--- config.mk ---
export PLATFORM = sky130hd
export DESIGN_NAME = pie_ctrl
export DESIGN_NICKNAME = d
export VERILOG_FILES = /design/src/logic/pie_ctrl.v /design/src/logic/pie_gate.v
export VERILOG_INCLUDE_DIRS = /design/src /design/src/logic
export SDC_FILE = /design/constraint.sdc
export NUM_CORES = 1
export LEC_CHECK = 0
export ABC_AREA = 0
export BUFFER_PORTS_ARGS = -buffer_cell sky130_fd_sc_hd__buf_2
export CAP_MARGIN = 20
export CORE_MARGIN = 2
export CORE_UTILIZATION = 51
export DETAILED_ROUTE_END_ITERATION = 16
export PLACE_DENSITY = 0.75
export SYNTH_ARGS = -nofsm -noshare
export SYNTH_HDL_FRONTEND = slang
export SYNTH_SLANG_ARGS = --single-unit
export TNS_END_PERCENT = 1
--- constraint.sdc ---
create_clock -name core_clk_i -period 2.3 [get_ports core_clk_i]
set_input_delay 0.115 -clock core_clk_i [delete_from_list [all_inputs] [get_ports core_clk_i]]
set_output_delay 0.115 -clock core_clk_i [all_outputs]
set_load 0.05 [all_outputs]
--- src/logic/pie_defs.vh ---
`ifndef PIE_DEFS_VH
`define PIE_DEFS_VH
// register offsets on the plain register port
`define PIE_ADDR_W 4
`define PIE_OFS_ENABLE_2 4'h0
`define PIE_OFS_ENABLE_3 4'h1
`define PIE_OFS_PRIORITY_1 4'h2
`define PIE_OFS_PRIORITY_2 4'h3
`define PIE_OFS_PRIORITY_3 4'h4
`define PIE_OFS_CONTROL 4'h5
`define PIE_OFS_STATUS 4'h6
`define PIE_OFS_MASK 4'h7
// writable bits of each register
`define PIE_ENABLE_2_MASK 8'h95
`define PIE_ENABLE_3_MASK 8'h1F
`define PIE_PRIORITY_1_MASK 8'h7F
`define PIE_PRIORITY_2_MASK 8'h95
`define PIE_PRIORITY_3_MASK 8'h1F
`define PIE_CONTROL_MASK 8'h07
// reset values
`define PIE_ENABLE_RST 8'h00
`define PIE_PRIORITY_1_RST 8'h7F
`define PIE_PRIORITY_2_RST 8'h95
`define PIE_PRIORITY_3_RST 8'h1F
`define PIE_CONTROL_RST 8'h00
// field positions
`define PIE_BIT_OSC_FAIL 7
`define PIE_BIT_DATA_MEM 4
`define PIE_BIT_LOW_VOLT 2
`define PIE_BIT_CAPCOMP2 0
`define PIE_BIT_PWM_TB 4
`define PIE_BIT_CAP3_DIR 3
`define PIE_BIT_CAP2_POS 2
`define PIE_BIT_CAP1 1
`define PIE_BIT_TIMER5 0
`define PIE_BIT_CONVERTER 6
`define PIE_BIT_SER_RX 5
`define PIE_BIT_SER_TX 4
`define PIE_BIT_SYNC_SER 3
`define PIE_BIT_CAPCOMP1 2
`define PIE_BIT_TIMER2 1
`define PIE_BIT_TIMER1 0
`define PIE_CTL_PRIO_MODE 0
`define PIE_CTL_GLOBAL_PERIPH 1
`define PIE_CTL_QUAD_MODE 2
// event status bits
`define PIE_EV_HIGH 0
`define PIE_EV_LOW 1
`define PIE_EV_PEND 2
`define PIE_EV_MASK 8'h07
`endif

--- src/logic/pie_ctrl.v ---
// Our own choices: the plain strobed port and the placing of the registers.
`timescale 1ns/1ps
`default_nettype none
// Operation
// - priority bits count only in priority mode
// - three priority registers beside enable registers
// - priority 1 bit 6: converter priority
// - priority 1 bit 5: serial receive priority
// - priority 1 bit 4: serial transmit priority
// - priority 1 bit 3: sync serial priority
// - priority 1 bit 2: capture/compare 1 priority
// - priority 1 bit 1: timer 2 match priority
// - priority 1 bit 0: timer 1 overflow priority
// - enable 2 bit 2 gates low voltage
// - enable 2 bit 4 gates data memory write
// - unimplemented bits ignore writes, read zero
// - without priority mode, global enable also needed
`include "pie_defs.vh"
module pie_ctrl (
   input wire core_clk_i,
   input wire rstn_i,
   input wire [3:0] reg_addr_i,
   input wire [7:0] reg_wdata_i,
   input wire reg_wr_i,
   input wire reg_rd_i,
   output reg [7:0] reg_rdata_o,
   // flags of group 1 (priority 1 layout), 2 and 3 (enable layouts)
   input wire [7:0] flag1_i,
   input wire [7:0] flag2_i,
   input wire [7:0] flag3_i,
   // enable bits of group 1 live in another block
   input wire [7:0] enable1_i,
   // raw capture and quadrature event lines
   input wire cap3_i,
   input wire cap2_i,
   input wire dir_change_i,
   input wire position_i,
   output reg irq_high_o,
   output reg irq_low_o,
   output reg irq_o
);
   reg [7:0] enable2_q;
   reg [7:0] enable3_q;
   reg [7:0] prio1_q;
   reg [7:0] prio2_q;
   reg [7:0] prio3_q;
   reg [7:0] control_q;
   reg [7:0] status_q;
   reg [7:0] mask_q;
   reg [7:0] status_d;
   reg [7:0] rdata_d;
   reg [7:0] flag3_sel;
   wire prio_mode;
   wire global_en;
   wire quad_mode;
   wire [23:0] active;
   wire [23:0] high;
   wire [23:0] low;
   wire high_any;
   wire low_any;
   reg high_d;
   reg low_d;
   reg high_prev_q;
   reg low_prev_q;

   function is_wr;
      input [3:0] addr;
      input [3:0] ofs;
      begin
         is_wr = reg_wr_i && (addr == ofs);
      end
   endfunction

   assign prio_mode = control_q[`PIE_CTL_PRIO_MODE];
   assign global_en = control_q[`PIE_CTL_GLOBAL_PERIPH];
   assign quad_mode = control_q[`PIE_CTL_QUAD_MODE];

   // bits 3,2 of group 3 follow the selected capture or decoder source
   always @* begin
      flag3_sel = flag3_i;
      flag3_sel[`PIE_BIT_CAP3_DIR] = quad_mode ? dir_change_i : cap3_i;
      flag3_sel[`PIE_BIT_CAP2_POS] = quad_mode ? position_i : cap2_i;
   end

   // group 1 uses the priority 1 layout: converter, serial, timers
   pie_gate u_gate1 (
      .flag_i(flag1_i),
      .enable_i(enable1_i),
      .priority_i(prio1_q),
      .prio_mode_i(prio_mode),
      .active_o(active[7:0]),
      .high_o(high[7:0]),
      .low_o(low[7:0])
   );
   pie_gate u_gate2 (
      .flag_i(flag2_i),
      .enable_i(enable2_q),
      .priority_i(prio2_q),
      .prio_mode_i(prio_mode),
      .active_o(active[15:8]),
      .high_o(high[15:8]),
      .low_o(low[15:8])
   );
   pie_gate u_gate3 (
      .flag_i(flag3_sel),
      .enable_i(enable3_q),
      .priority_i(prio3_q),
      .prio_mode_i(prio_mode),
      .active_o(active[23:16]),
      .high_o(high[23:16]),
      .low_o(low[23:16])
   );

   assign high_any = |high;
   assign low_any = |low;

   // legacy mode needs the global peripheral enable too
   always @* begin
      if (prio_mode) begin
         high_d = high_any;
         low_d = low_any;
      end else begin
         high_d = 1'b0;
         low_d = low_any & global_en;
      end
   end

   // sticky events: rising of the high and low request lines, pending while either is set; set wins over clear
   always @* begin
      status_d = status_q;
      if (is_wr(reg_addr_i, `PIE_OFS_STATUS))
         status_d = status_q & ~(reg_wdata_i & `PIE_EV_MASK);
      if (high_d && !high_prev_q)
         status_d[`PIE_EV_HIGH] = 1'b1;
      if (low_d && !low_prev_q)
         status_d[`PIE_EV_LOW] = 1'b1;
      if (high_d || low_d)
         status_d[`PIE_EV_PEND] = 1'b1;
   end

   always @* begin
      case (reg_addr_i)
         `PIE_OFS_ENABLE_2: rdata_d = enable2_q;
         `PIE_OFS_ENABLE_3: rdata_d = enable3_q;
         `PIE_OFS_PRIORITY_1: rdata_d = prio1_q;
         `PIE_OFS_PRIORITY_2: rdata_d = prio2_q;
         `PIE_OFS_PRIORITY_3: rdata_d = prio3_q;
         `PIE_OFS_CONTROL: rdata_d = control_q;
         `PIE_OFS_STATUS: rdata_d = status_q;
         `PIE_OFS_MASK: rdata_d = mask_q;
         default: rdata_d = 8'h00;
      endcase
   end

   always @(posedge core_clk_i) begin
      if (!rstn_i) begin
         enable2_q <= `PIE_ENABLE_RST;
         enable3_q <= `PIE_ENABLE_RST;
         prio1_q <= `PIE_PRIORITY_1_RST;
         prio2_q <= `PIE_PRIORITY_2_RST;
         prio3_q <= `PIE_PRIORITY_3_RST;
         control_q <= `PIE_CONTROL_RST;
         status_q <= 8'h00;
         mask_q <= 8'h00;
         reg_rdata_o <= 8'h00;
         irq_high_o <= 1'b0;
         irq_low_o <= 1'b0;
         irq_o <= 1'b0;
         high_prev_q <= 1'b0;
         low_prev_q <= 1'b0;
      end else begin
         // masking on write keeps unimplemented bits at zero
         if (is_wr(reg_addr_i, `PIE_OFS_ENABLE_2))
            enable2_q <= reg_wdata_i & `PIE_ENABLE_2_MASK;
         if (is_wr(reg_addr_i, `PIE_OFS_ENABLE_3))
            enable3_q <= reg_wdata_i & `PIE_ENABLE_3_MASK;
         if (is_wr(reg_addr_i, `PIE_OFS_PRIORITY_1))
            prio1_q <= reg_wdata_i & `PIE_PRIORITY_1_MASK;
         if (is_wr(reg_addr_i, `PIE_OFS_PRIORITY_2))
            prio2_q <= reg_wdata_i & `PIE_PRIORITY_2_MASK;
         if (is_wr(reg_addr_i, `PIE_OFS_PRIORITY_3))
            prio3_q <= reg_wdata_i & `PIE_PRIORITY_3_MASK;
         if (is_wr(reg_addr_i, `PIE_OFS_CONTROL))
            control_q <= reg_wdata_i & `PIE_CONTROL_MASK;
         if (is_wr(reg_addr_i, `PIE_OFS_MASK))
            mask_q <= reg_wdata_i & `PIE_EV_MASK;
         status_q <= status_d;
         // no stale data: output reads zero unless a read is strobed
         if (reg_rd_i)
            reg_rdata_o <= rdata_d;
         else
            reg_rdata_o <= 8'h00;
         // registered requests add one cycle of latency to the cpu
         irq_high_o <= high_d;
         irq_low_o <= low_d;
         high_prev_q <= high_d;
         low_prev_q <= low_d;
         irq_o <= |(status_d & mask_q);
      end
   end
endmodule // pie_ctrl
`default_nettype wire

--- src/logic/pie_gate.v ---
`timescale 1ns/1ps
`default_nettype none
// per-source gating: enable AND flag, split by priority
module pie_gate (
   input wire [7:0] flag_i,
   input wire [7:0] enable_i,
   input wire [7:0] priority_i,
   input wire prio_mode_i,
   output wire [7:0] active_o,
   output wire [7:0] high_o,
   output wire [7:0] low_o
);
   genvar g;
   generate
      for (g = 0; g < 8; g = g + 1) begin : g_src
         assign active_o[g] = flag_i[g] & enable_i[g];
         // priority only counts while priority mode is on
         assign high_o[g] = active_o[g] & prio_mode_i & priority_i[g];
         assign low_o[g] = active_o[g] & ~(prio_mode_i & priority_i[g]);
      end
   endgenerate
endmodule // pie_gate
`default_nettype wire
; ---- After elaboration in Yosys (flattened, before gate mapping)
; Cells that the tools add are included.
[word_totals]
register_bits = 50
out_inout_bits = 11
elab_cells = 147
inputBits = 52
[classes]
bitwise_logic = 101
eq_ne = 7
n_reduce_logical = 18
muxes = 9
[ops]
columns = cell, count
row1 = AND 1 bit, 82
row2 = case mux 8 bit (8 select lines), 1
row3 = OR reduction 17 bit, 1
row4 = "== test 4 x 3 -> 1 bit, second input constant", 4
row5 = inverter 1 bit, 16
row6 = OR reduction 16 bit, 1
row7 = logical AND 1 bit, 10
row8 = AND 8 x 3 -> 8 bit, 1
row9 = AND 8 bit, 1
row10 = "== test 4 x 2 -> 1 bit, second input constant", 2
row11 = two-way mux 8 bit, 1
row12 = inverter 3 -> 8 bit, 1
row13 = OR reduction 8 bit, 1
row14 = two-way mux 1 bit, 7
row15 = "== test 4 x 1 -> 1 bit, second input constant", 1
row16 = zero test 4 bit, 1
row17 = zero test 1 bit, 2
row18 = AND reduction 2 bit, 1
row19 = logical OR 1 bit, 1

; ---- Logic depth before layout (Yosys ltp)
; Gate-level depths: netlist of the first run.
[depth]
depth_word = 10
mapped_depth = 7

; ---- Hierarchy
; Synthesis of the first run repeated with hierarchy kept, for this count alone.
[unflattened]
cells_unflattened = 306
hier_area_um2 = 2551.2
[modules_own_cells]
columns = module, instances, area_per_inst_um2, seq_area_each_um2, cells_per_inst
row1 = pie_ctrl, 1, 2037.0, 900.9, 231
row2 = pie_gate, 3, 171.4, 0.0, 25

; ---- Least setup slack after synthesis of the first run
; No wires, ideal clock.
[synth_timing]
path_type = reg-to-reg
start = register control_q[2]
end = register irq_o
slack_ps = 198
t_arrival_ps = 1976
t_required_ps = 2174
setup_time_ps = 126
path_stages_with_launch = 8
synth_period_minus_slack_ps = 2102
path_cell_list = dfxtp_1 mux2_1 and3_1 or4_4 o31ai_4 nand2_2 a2bb2oi_2 o211ai_1
[synth_between]
elab_chain_len = 10
elab_cells_between_ends = 23
classes_between = mux (7) / bitwise (10) / reduce/logical (6)
[synth_lines]
columns = element, line
row1 = "start, declared", pie_ctrl.v:47  ; reg [7:0] control_q;
row2 = "start signal, assigned", pie_ctrl.v:162  ; control_q <= `PIE_CONTROL_RST;
row3 = "start signal, assigned", pie_ctrl.v:184  ; control_q <= reg_wdata_i & `PIE_CONTROL_MASK;
row4 = two-way mux 1 bit (on tied branches), "pie_ctrl.v:82, pie_ctrl.v:81"
row5 = AND 1 bit, pie_gate.v:16  ; assign active_o[g] = flag_i[g] & enable_i[g];
row6 = AND 1 bit (on tied branches), "pie_gate.v:19, pie_gate.v:18"
row7 = OR reduction 17 bit / AND 1 bit (equally long branches), "pie_ctrl.v:115, pie_gate.v:18"
row8 = AND 1 bit / OR reduction 16 bit (equally long branches), "pie_ctrl.v:124, pie_ctrl.v:114"
row9 = two-way mux 1 bit, pie_ctrl.v:119  ; if (prio_mode) begin
row10 = logical AND 1 bit (tied with other cells), pie_ctrl.v:135  ; if (low_d && !low_prev_q)
row11 = two-way mux 1 bit (on tied branches), "pie_ctrl.v:135, pie_ctrl.v:133, pie_ctrl.v:137"
row12 = AND 8 x 3 -> 8 bit *, pie_ctrl.v:198  ; irq_o <= |(status_d & mask_q);
row13 = OR reduction 8 bit *, pie_ctrl.v:198
row14 = "end signal, assigned", pie_ctrl.v:198
row15 = "end, declared", pie_ctrl.v:40  ; output reg irq_o
; Every way passes the cells marked *; elsewhere a longest branch is shown, timed or not.
; A chain may end at the register's enable or synchronous reset.

; ---- Worst setup path after layout of the first run
; Same ends and word-level chain as after synthesis.

==> run metrics, run 1 <==
CTS Hold Buffers Added 0; drt pass-1 iters 5; combinational group share of total power 12.3%; Via density 5.99; Yosys warning count 0; hold crit path type input pin to flip-flop; largest family of logic cells by synthesized area simple AND/OR/NAND/NOR gates; Synth Cell Area 2210 µm²; reg2reg setup slack 70 ps; multi-input logic area 1230 µm²; mux cell area share after synthesis 15.1%; Least-Margin Pin Slew about 550 ps; share of the synthesized area in the top cell type 40.7%; worst path required time 2470 ps; die height 69.9 µm; Post-synth EDFFs 0; switch share 25.1%; RSZ-0062 raised after global routing false; Post-Synth Adder-Cell Area 0%; drt wl/cell approximately 17 µm; first-pass GRT wire length 10200 µm; total gr overflow 0; status finished clean; Critical Path Source Type flip-flop; share of cells above drive strength 1 23.3%; WP data arrival 2400 ps; cell count after placement around 360; post-DP HPWL 4740 µm; syn nets 322; clock sinks 45; clock share of power between 30% and 40%; post-synthesis sequential area ratio 40.7%; nets about 370; FF+latch count, synth 45; core area 4090 µm²; DR vias 2228; Ant. Diodes 0; Clock Pin Slew Worst Setup and Hold Paths 90 ps; sw power 401 µW; CTS tree done; reg-to-reg endpoint irq_o$_SDFF_PN0_; most frequent cells in the layout buf_2 (53), nand2_1 (45), dfxtp_1 (44); Final Max Tran Viols 0; WL final 6290 µm; fin util 64.7%; vias in the first global route 2063; DR DRC count 0; die area 4880 µm²; dominant cell type by area after synthesis dfxtp_1; Clock Skew between 10 and 15 ps; # Max-Cap Violations 0; commonest non-fill, non-tap cell in the layout buf_2; area added between synthesis and finish 19.4%; dpl ws 61.6 ps; Compound-Gate Fraction of Synth Area 11.5%; Register Area around 900 µm²; Crit. End Element flip-flop; DRT iter0 DRCs between 150 and 200; R2R cell count 7; clk_lat worst skew ~300 ps; fraction of registers with async set or reset after synthesis 0%; post-route setup slack roughly 69 ps; fill count 378; largest net degree at the start of global routing 22; Pwr Total 1.60 mW; fin crit period around 2200 ps; Tcrit/Tclk final 97.0%; Fmax 448 MHz; Die X 69.9 µm; Crit Path Max Fanout 4; Pwr Density 605 nW/µm²; initial antenna violation count 0; worst vdd ir ~290 µV; CP startpoint control_q[2]$_SDFFE_PN0P_; register share of total power 50.2%; I/O pin cnt 63; hold_sp rstn_i; CTS max path bufs 2; syn avg cell area 8.20 µm²; row count 23; initial cell density of the core 54.2%; top cells by area, synth dfxtp_1 (41%), mux2i_1 (11%), nand3_1 (7.9%), nand2_1 (7.6%), nor2_1 (4.9%); routability cong. 0.922; ys flop type dfxtp_1; clock root cell clkbuf_8; Total GRT Usage 26.6%; IO buf count 53; number of hold violations in the final report 0; setup bufs post-CTS 0; Internal around 1.2 mW; Post-Syn Instances 270; count of cell types in the netlist 36; CP Class flip-flop to flip-flop; final non-filler cell total 372; post-route ant nets 0; worst relative slew slack 63.1%; setup_tns 0 ps; XOR/XNOR share of the synthesized area 0%; worst r2r src control_q[2]$_SDFFE_PN0P_; final setup fails 0; Post-Synth Simple-Gate Area just under 30%; crit path to irq_o$_SDFF_PN0_; Leak roughly 1.2 nW; CTS buffer count 5; H-tree depth 2
[power groups by stage]
stage	clock (mW)	sequential (mW)	combinational, mW
after floorplan	0	0.828	0.105
after global placement	0	0.820	0.193
after detailed placement	0	0.820	0.194
after CTS	0.612	0.802	0.195
after global routing	0.632	0.804	0.215
final	0.598	0.803	0.197
[kinds of logic (layout without fill, tap and decap cells)]
logic type,count (synthesis),in the layout
compound gates,36,36
simple gates,139,139
buf+inv,21,73
flops,45,45
mux,29,29
[critical path, cell delays in order (launching register included)]
cell and delay, ps:
dfxtp_2 370, mux2_1 360, and3_1 190, or4_4 520, o31ai_4 280, nand2_2 80
a2bb2oi_2 160, o211ai_1 130
[how the worst min path moves through the flow]
stage,end,cells after the start
2_1_floorplan,status_q[2]$_SDFF_PN0_,2
3_3_place_gp,prio2_q[2]$_SDFFE_PN1P_,2
3_5_place_dp,prio2_q[2]$_SDFFE_PN1P_,2
4_1_cts,prio2_q[2]$_SDFFE_PN1P_,2
5_1_grt,prio2_q[2]$_SDFFE_PN1P_,2
6_report,prio2_q[2]$_SDFFE_PN1P_,2
[what timing repair did]
item,4_1_cts,5_1_grt
endpoints found under the hold margin,0,0
resized for setup,1,1
pin swaps,0,1
endpoints found under the setup margin,1,1
[per-stage QoR]
step           area, µm²  hold WS, ps
2_1_floorplan       2210          218
3_3_place_gp        2530          330
3_5_place_dp        2530          342
4_1_cts             2640         24.3
5_1_grt             2640         23.6
6_report            2640         29.1
[layout make-up]
cell class                 count  share of cell area [%]
tap                           50                    2.37
multi-input combinational    204                    46.7
sequential                    45                    34.1
timing repair buffer          59                    11.7
clock buffer                   6                    2.75
clock inverter                 2                    1.47
inverter                       6                   0.852
[state kept, by name, summed over array words and instances (netlist names)]
name	count
prio2_q	4
low_prev_q	1
enable2_q	4
reg_rdata_o	8
prio3_q	5
mask_q	3
status_q	3
prio1_q	7
control_q	3
irq_o	1
high_prev_q	1
enable3_q	5
[routing by layer]
metal | vias to the layer above | track usage [%] | part of all wire (%)
met5 | - | 0 | 0
met3 | 10 | 5.92 | 8.2
met4 | 0 | 8.33 | 1.7
li1 | 1067 | - | -
met1 | 1039 | 35.9 | 43
met2 | 112 | 42.4 | 47
[synthesized netlist by cell type (4+ instances only)]
cell type   n
and3_1      8
a21oi_1    10
inv_1       6
nor3_1      4
dfxtp_1    45
o21ai_0     5
clkbuf_1   13
nor2_1     29
nand2_1    45
mux2i_1    24
a31oi_1     5
nand3_1    35
nand4_1     7
No activity file was read; power rests on OpenSTA's default activity.
==> run 2, diff against run 1 <==
--- a/config.mk
+++ b/config.mk
@@ -10,9 +10,9 @@
 export BUFFER_PORTS_ARGS = -buffer_cell sky130_fd_sc_hd__buf_2
 export CAP_MARGIN = 20
 export CORE_MARGIN = 2
-export CORE_UTILIZATION = 51
+export CORE_UTILIZATION = 30
 export DETAILED_ROUTE_END_ITERATION = 16
-export PLACE_DENSITY = 0.75
+export PLACE_DENSITY = 0.48
 export SYNTH_ARGS = -nofsm -noshare
 export SYNTH_HDL_FRONTEND = slang
 export SYNTH_SLANG_ARGS = --single-unit
==> run metrics, run 2 (synthesis results as in run 1) <==
DR DRC count 0; DRT met1 WL 3330 µm; total gr overflow 0; initial antenna violation count 0; Ant. Diodes 0; CTS tree done; DR vias 2147; Final Max Tran Viols 0; post-route ant nets 0; largest net degree at the start of global routing 20; Pwr Total 1.63 mW; clock root cell clkbuf_8; Pwr Density 596 nW/µm²; worst relative slew slack 60.0%; clk_lat worst skew 310 ps; final setup fails 0; vias in the first global route 2089; Tcrit/Tclk final 95.4%; Crit. End Element flip-flop; CTS max path bufs 2; DRT iter0 DRCs 142; status finished clean; post-DP HPWL 5410 µm; Critical Path Source Type flip-flop; CP Class flip-flop to flip-flop; Die X 89.9 µm; number of hold violations in the final report 0; Fmax 456 MHz; share of cells above drive strength 1 24.9%; hold_sp reg_wdata_i[5]; setup_tns 0 ps; max reg flops 8; worst vdd ir around 250 µV; core area between 7000 and 8000 µm²; Least-Margin Pin Slew 594 ps; R2R cell count 7; Crit Path Max Fanout 4; Leak ~1.2 nW; IO buf count 53; nets roughly 380; met2 wire length 3400 µm; worst r2r src control_q[2]$_SDFFE_PN0P_; Via density approximately 5.1; most frequent cells in the layout buf_2 (53), nand2_1 (45), dfxtp_1 (44); Total GRT Usage 17.7%; row count 31; Top reg by flops reg_rdata_o; WL final 6990 µm; Min-Delay Endpoint prio1_q[5]$_SDFFE_PN1P_; WL met3 around 170 µm; area added between synthesis and finish 23.6%; hold depth 3; Min Hold Slack 33.6 ps; die height 89.9 µm; H-tree depth 2; Clock Pin Slew Worst Setup and Hold Paths about 90 ps; drt pass-1 iters 4; CTS buffer count 5; Top Registers reg_rdata_o (8), prio1_q (7); routability cong. around 0.9; initial cell density of the core 30.7%; drt wl/cell 16.5 µm; first-pass GRT wire length between 10000 and 15000 µm; reg-to-reg endpoint irq_o$_SDFF_PN0_; worst path required time between 2000 and 2500 ps; # Max-Cap Violations 0; fin crit period about 2200 ps; hold crit path type input pin to flip-flop; reg2reg setup slack 110 ps; die area 8080 µm²; DR top layer met4; Clock Skew 10.4 ps; I/O pin cnt 63; clock sinks 45; WP data arrival 2380 ps; commonest non-fill, non-tap cell in the layout buf_2
-- run 2: critical path, cell delays in order, from the launching register on --
cell	delay [ps]
dfxtp_2	370
mux2_2	360
and3_1	180
or4_4	530
o31ai_4	300
nand2_2	80
a2bb2oi_2	150
o211ai_1	100
-- run 2: layout make-up --
cell class | instances | area (µm²)
fillers | 799 | 4480
multi-input cells | 204 | 1240
flip-flops and latches | 45 | 902
repair buffers | 62 | 333
well taps | 99 | 124
clock buffers | 5 | 68.8
clock inverters | 3 | 46.3
inverters | 6 | 22.5
-- run 2: stage by stage --
step,instances,worst slack [ps],utilization (%),instance area (µm²)
after global routing,424,-15.0,37.9,2740
after floorplan,270,198,-,2210
after global placement,415,110,36.2,2610
after CTS,423,13.4,37.8,2730
after detailed placement,415,37.7,36.2,2610
final,424,107,37.9,2740
-- run 2: how the worst max path moves through the flow --
| stage | slack (ps) | startpoint | to | depth (start not counted) |
|---|---|---|---|---|
| floorplan | 200 | control_q[2]$_SDFFE_PN0P_ | irq_o$_SDFF_PN0_ | 7 |
| finish | 110 | control_q[2]$_SDFFE_PN0P_ | irq_o$_SDFF_PN0_ | 7 |
| CTS | 10 | control_q[2]$_SDFFE_PN0P_ | irq_o$_SDFF_PN0_ | 7 |
| detailed placement | 40 | control_q[2]$_SDFFE_PN0P_ | irq_o$_SDFF_PN0_ | 7 |
| global route | -20 | control_q[2]$_SDFFE_PN0P_ | irq_o$_SDFF_PN0_ | 7 |
| global placement | 110 | control_q[2]$_SDFFE_PN0P_ | irq_o$_SDFF_PN0_ | 7 |
-- run 2: layer usage --
layer  up-vias  GRT usage, %
li1       1069             -
met1      1035          24.2
met2        35          29.2
met3         8          2.60
met4         0          4.74
met5         -             0
-- run 2: report_power, final --
group | switching, mW | internal, mW | total, mW
Sequential | 0.0118 | 0.791 | 0.803
Clock | 0.300 | 0.326 | 0.625
Combinational | 0.121 | 0.0817 | 0.203
Total | 0.433 | 1.20 | 1.63
-- run 2: repair_timing --
action                                  in CTS  in global routing
buffers inserted                             0                  1
endpoints found under the setup margin       0                  3
gates resized for setup                      0                  2
hold buffers                                 0                  0
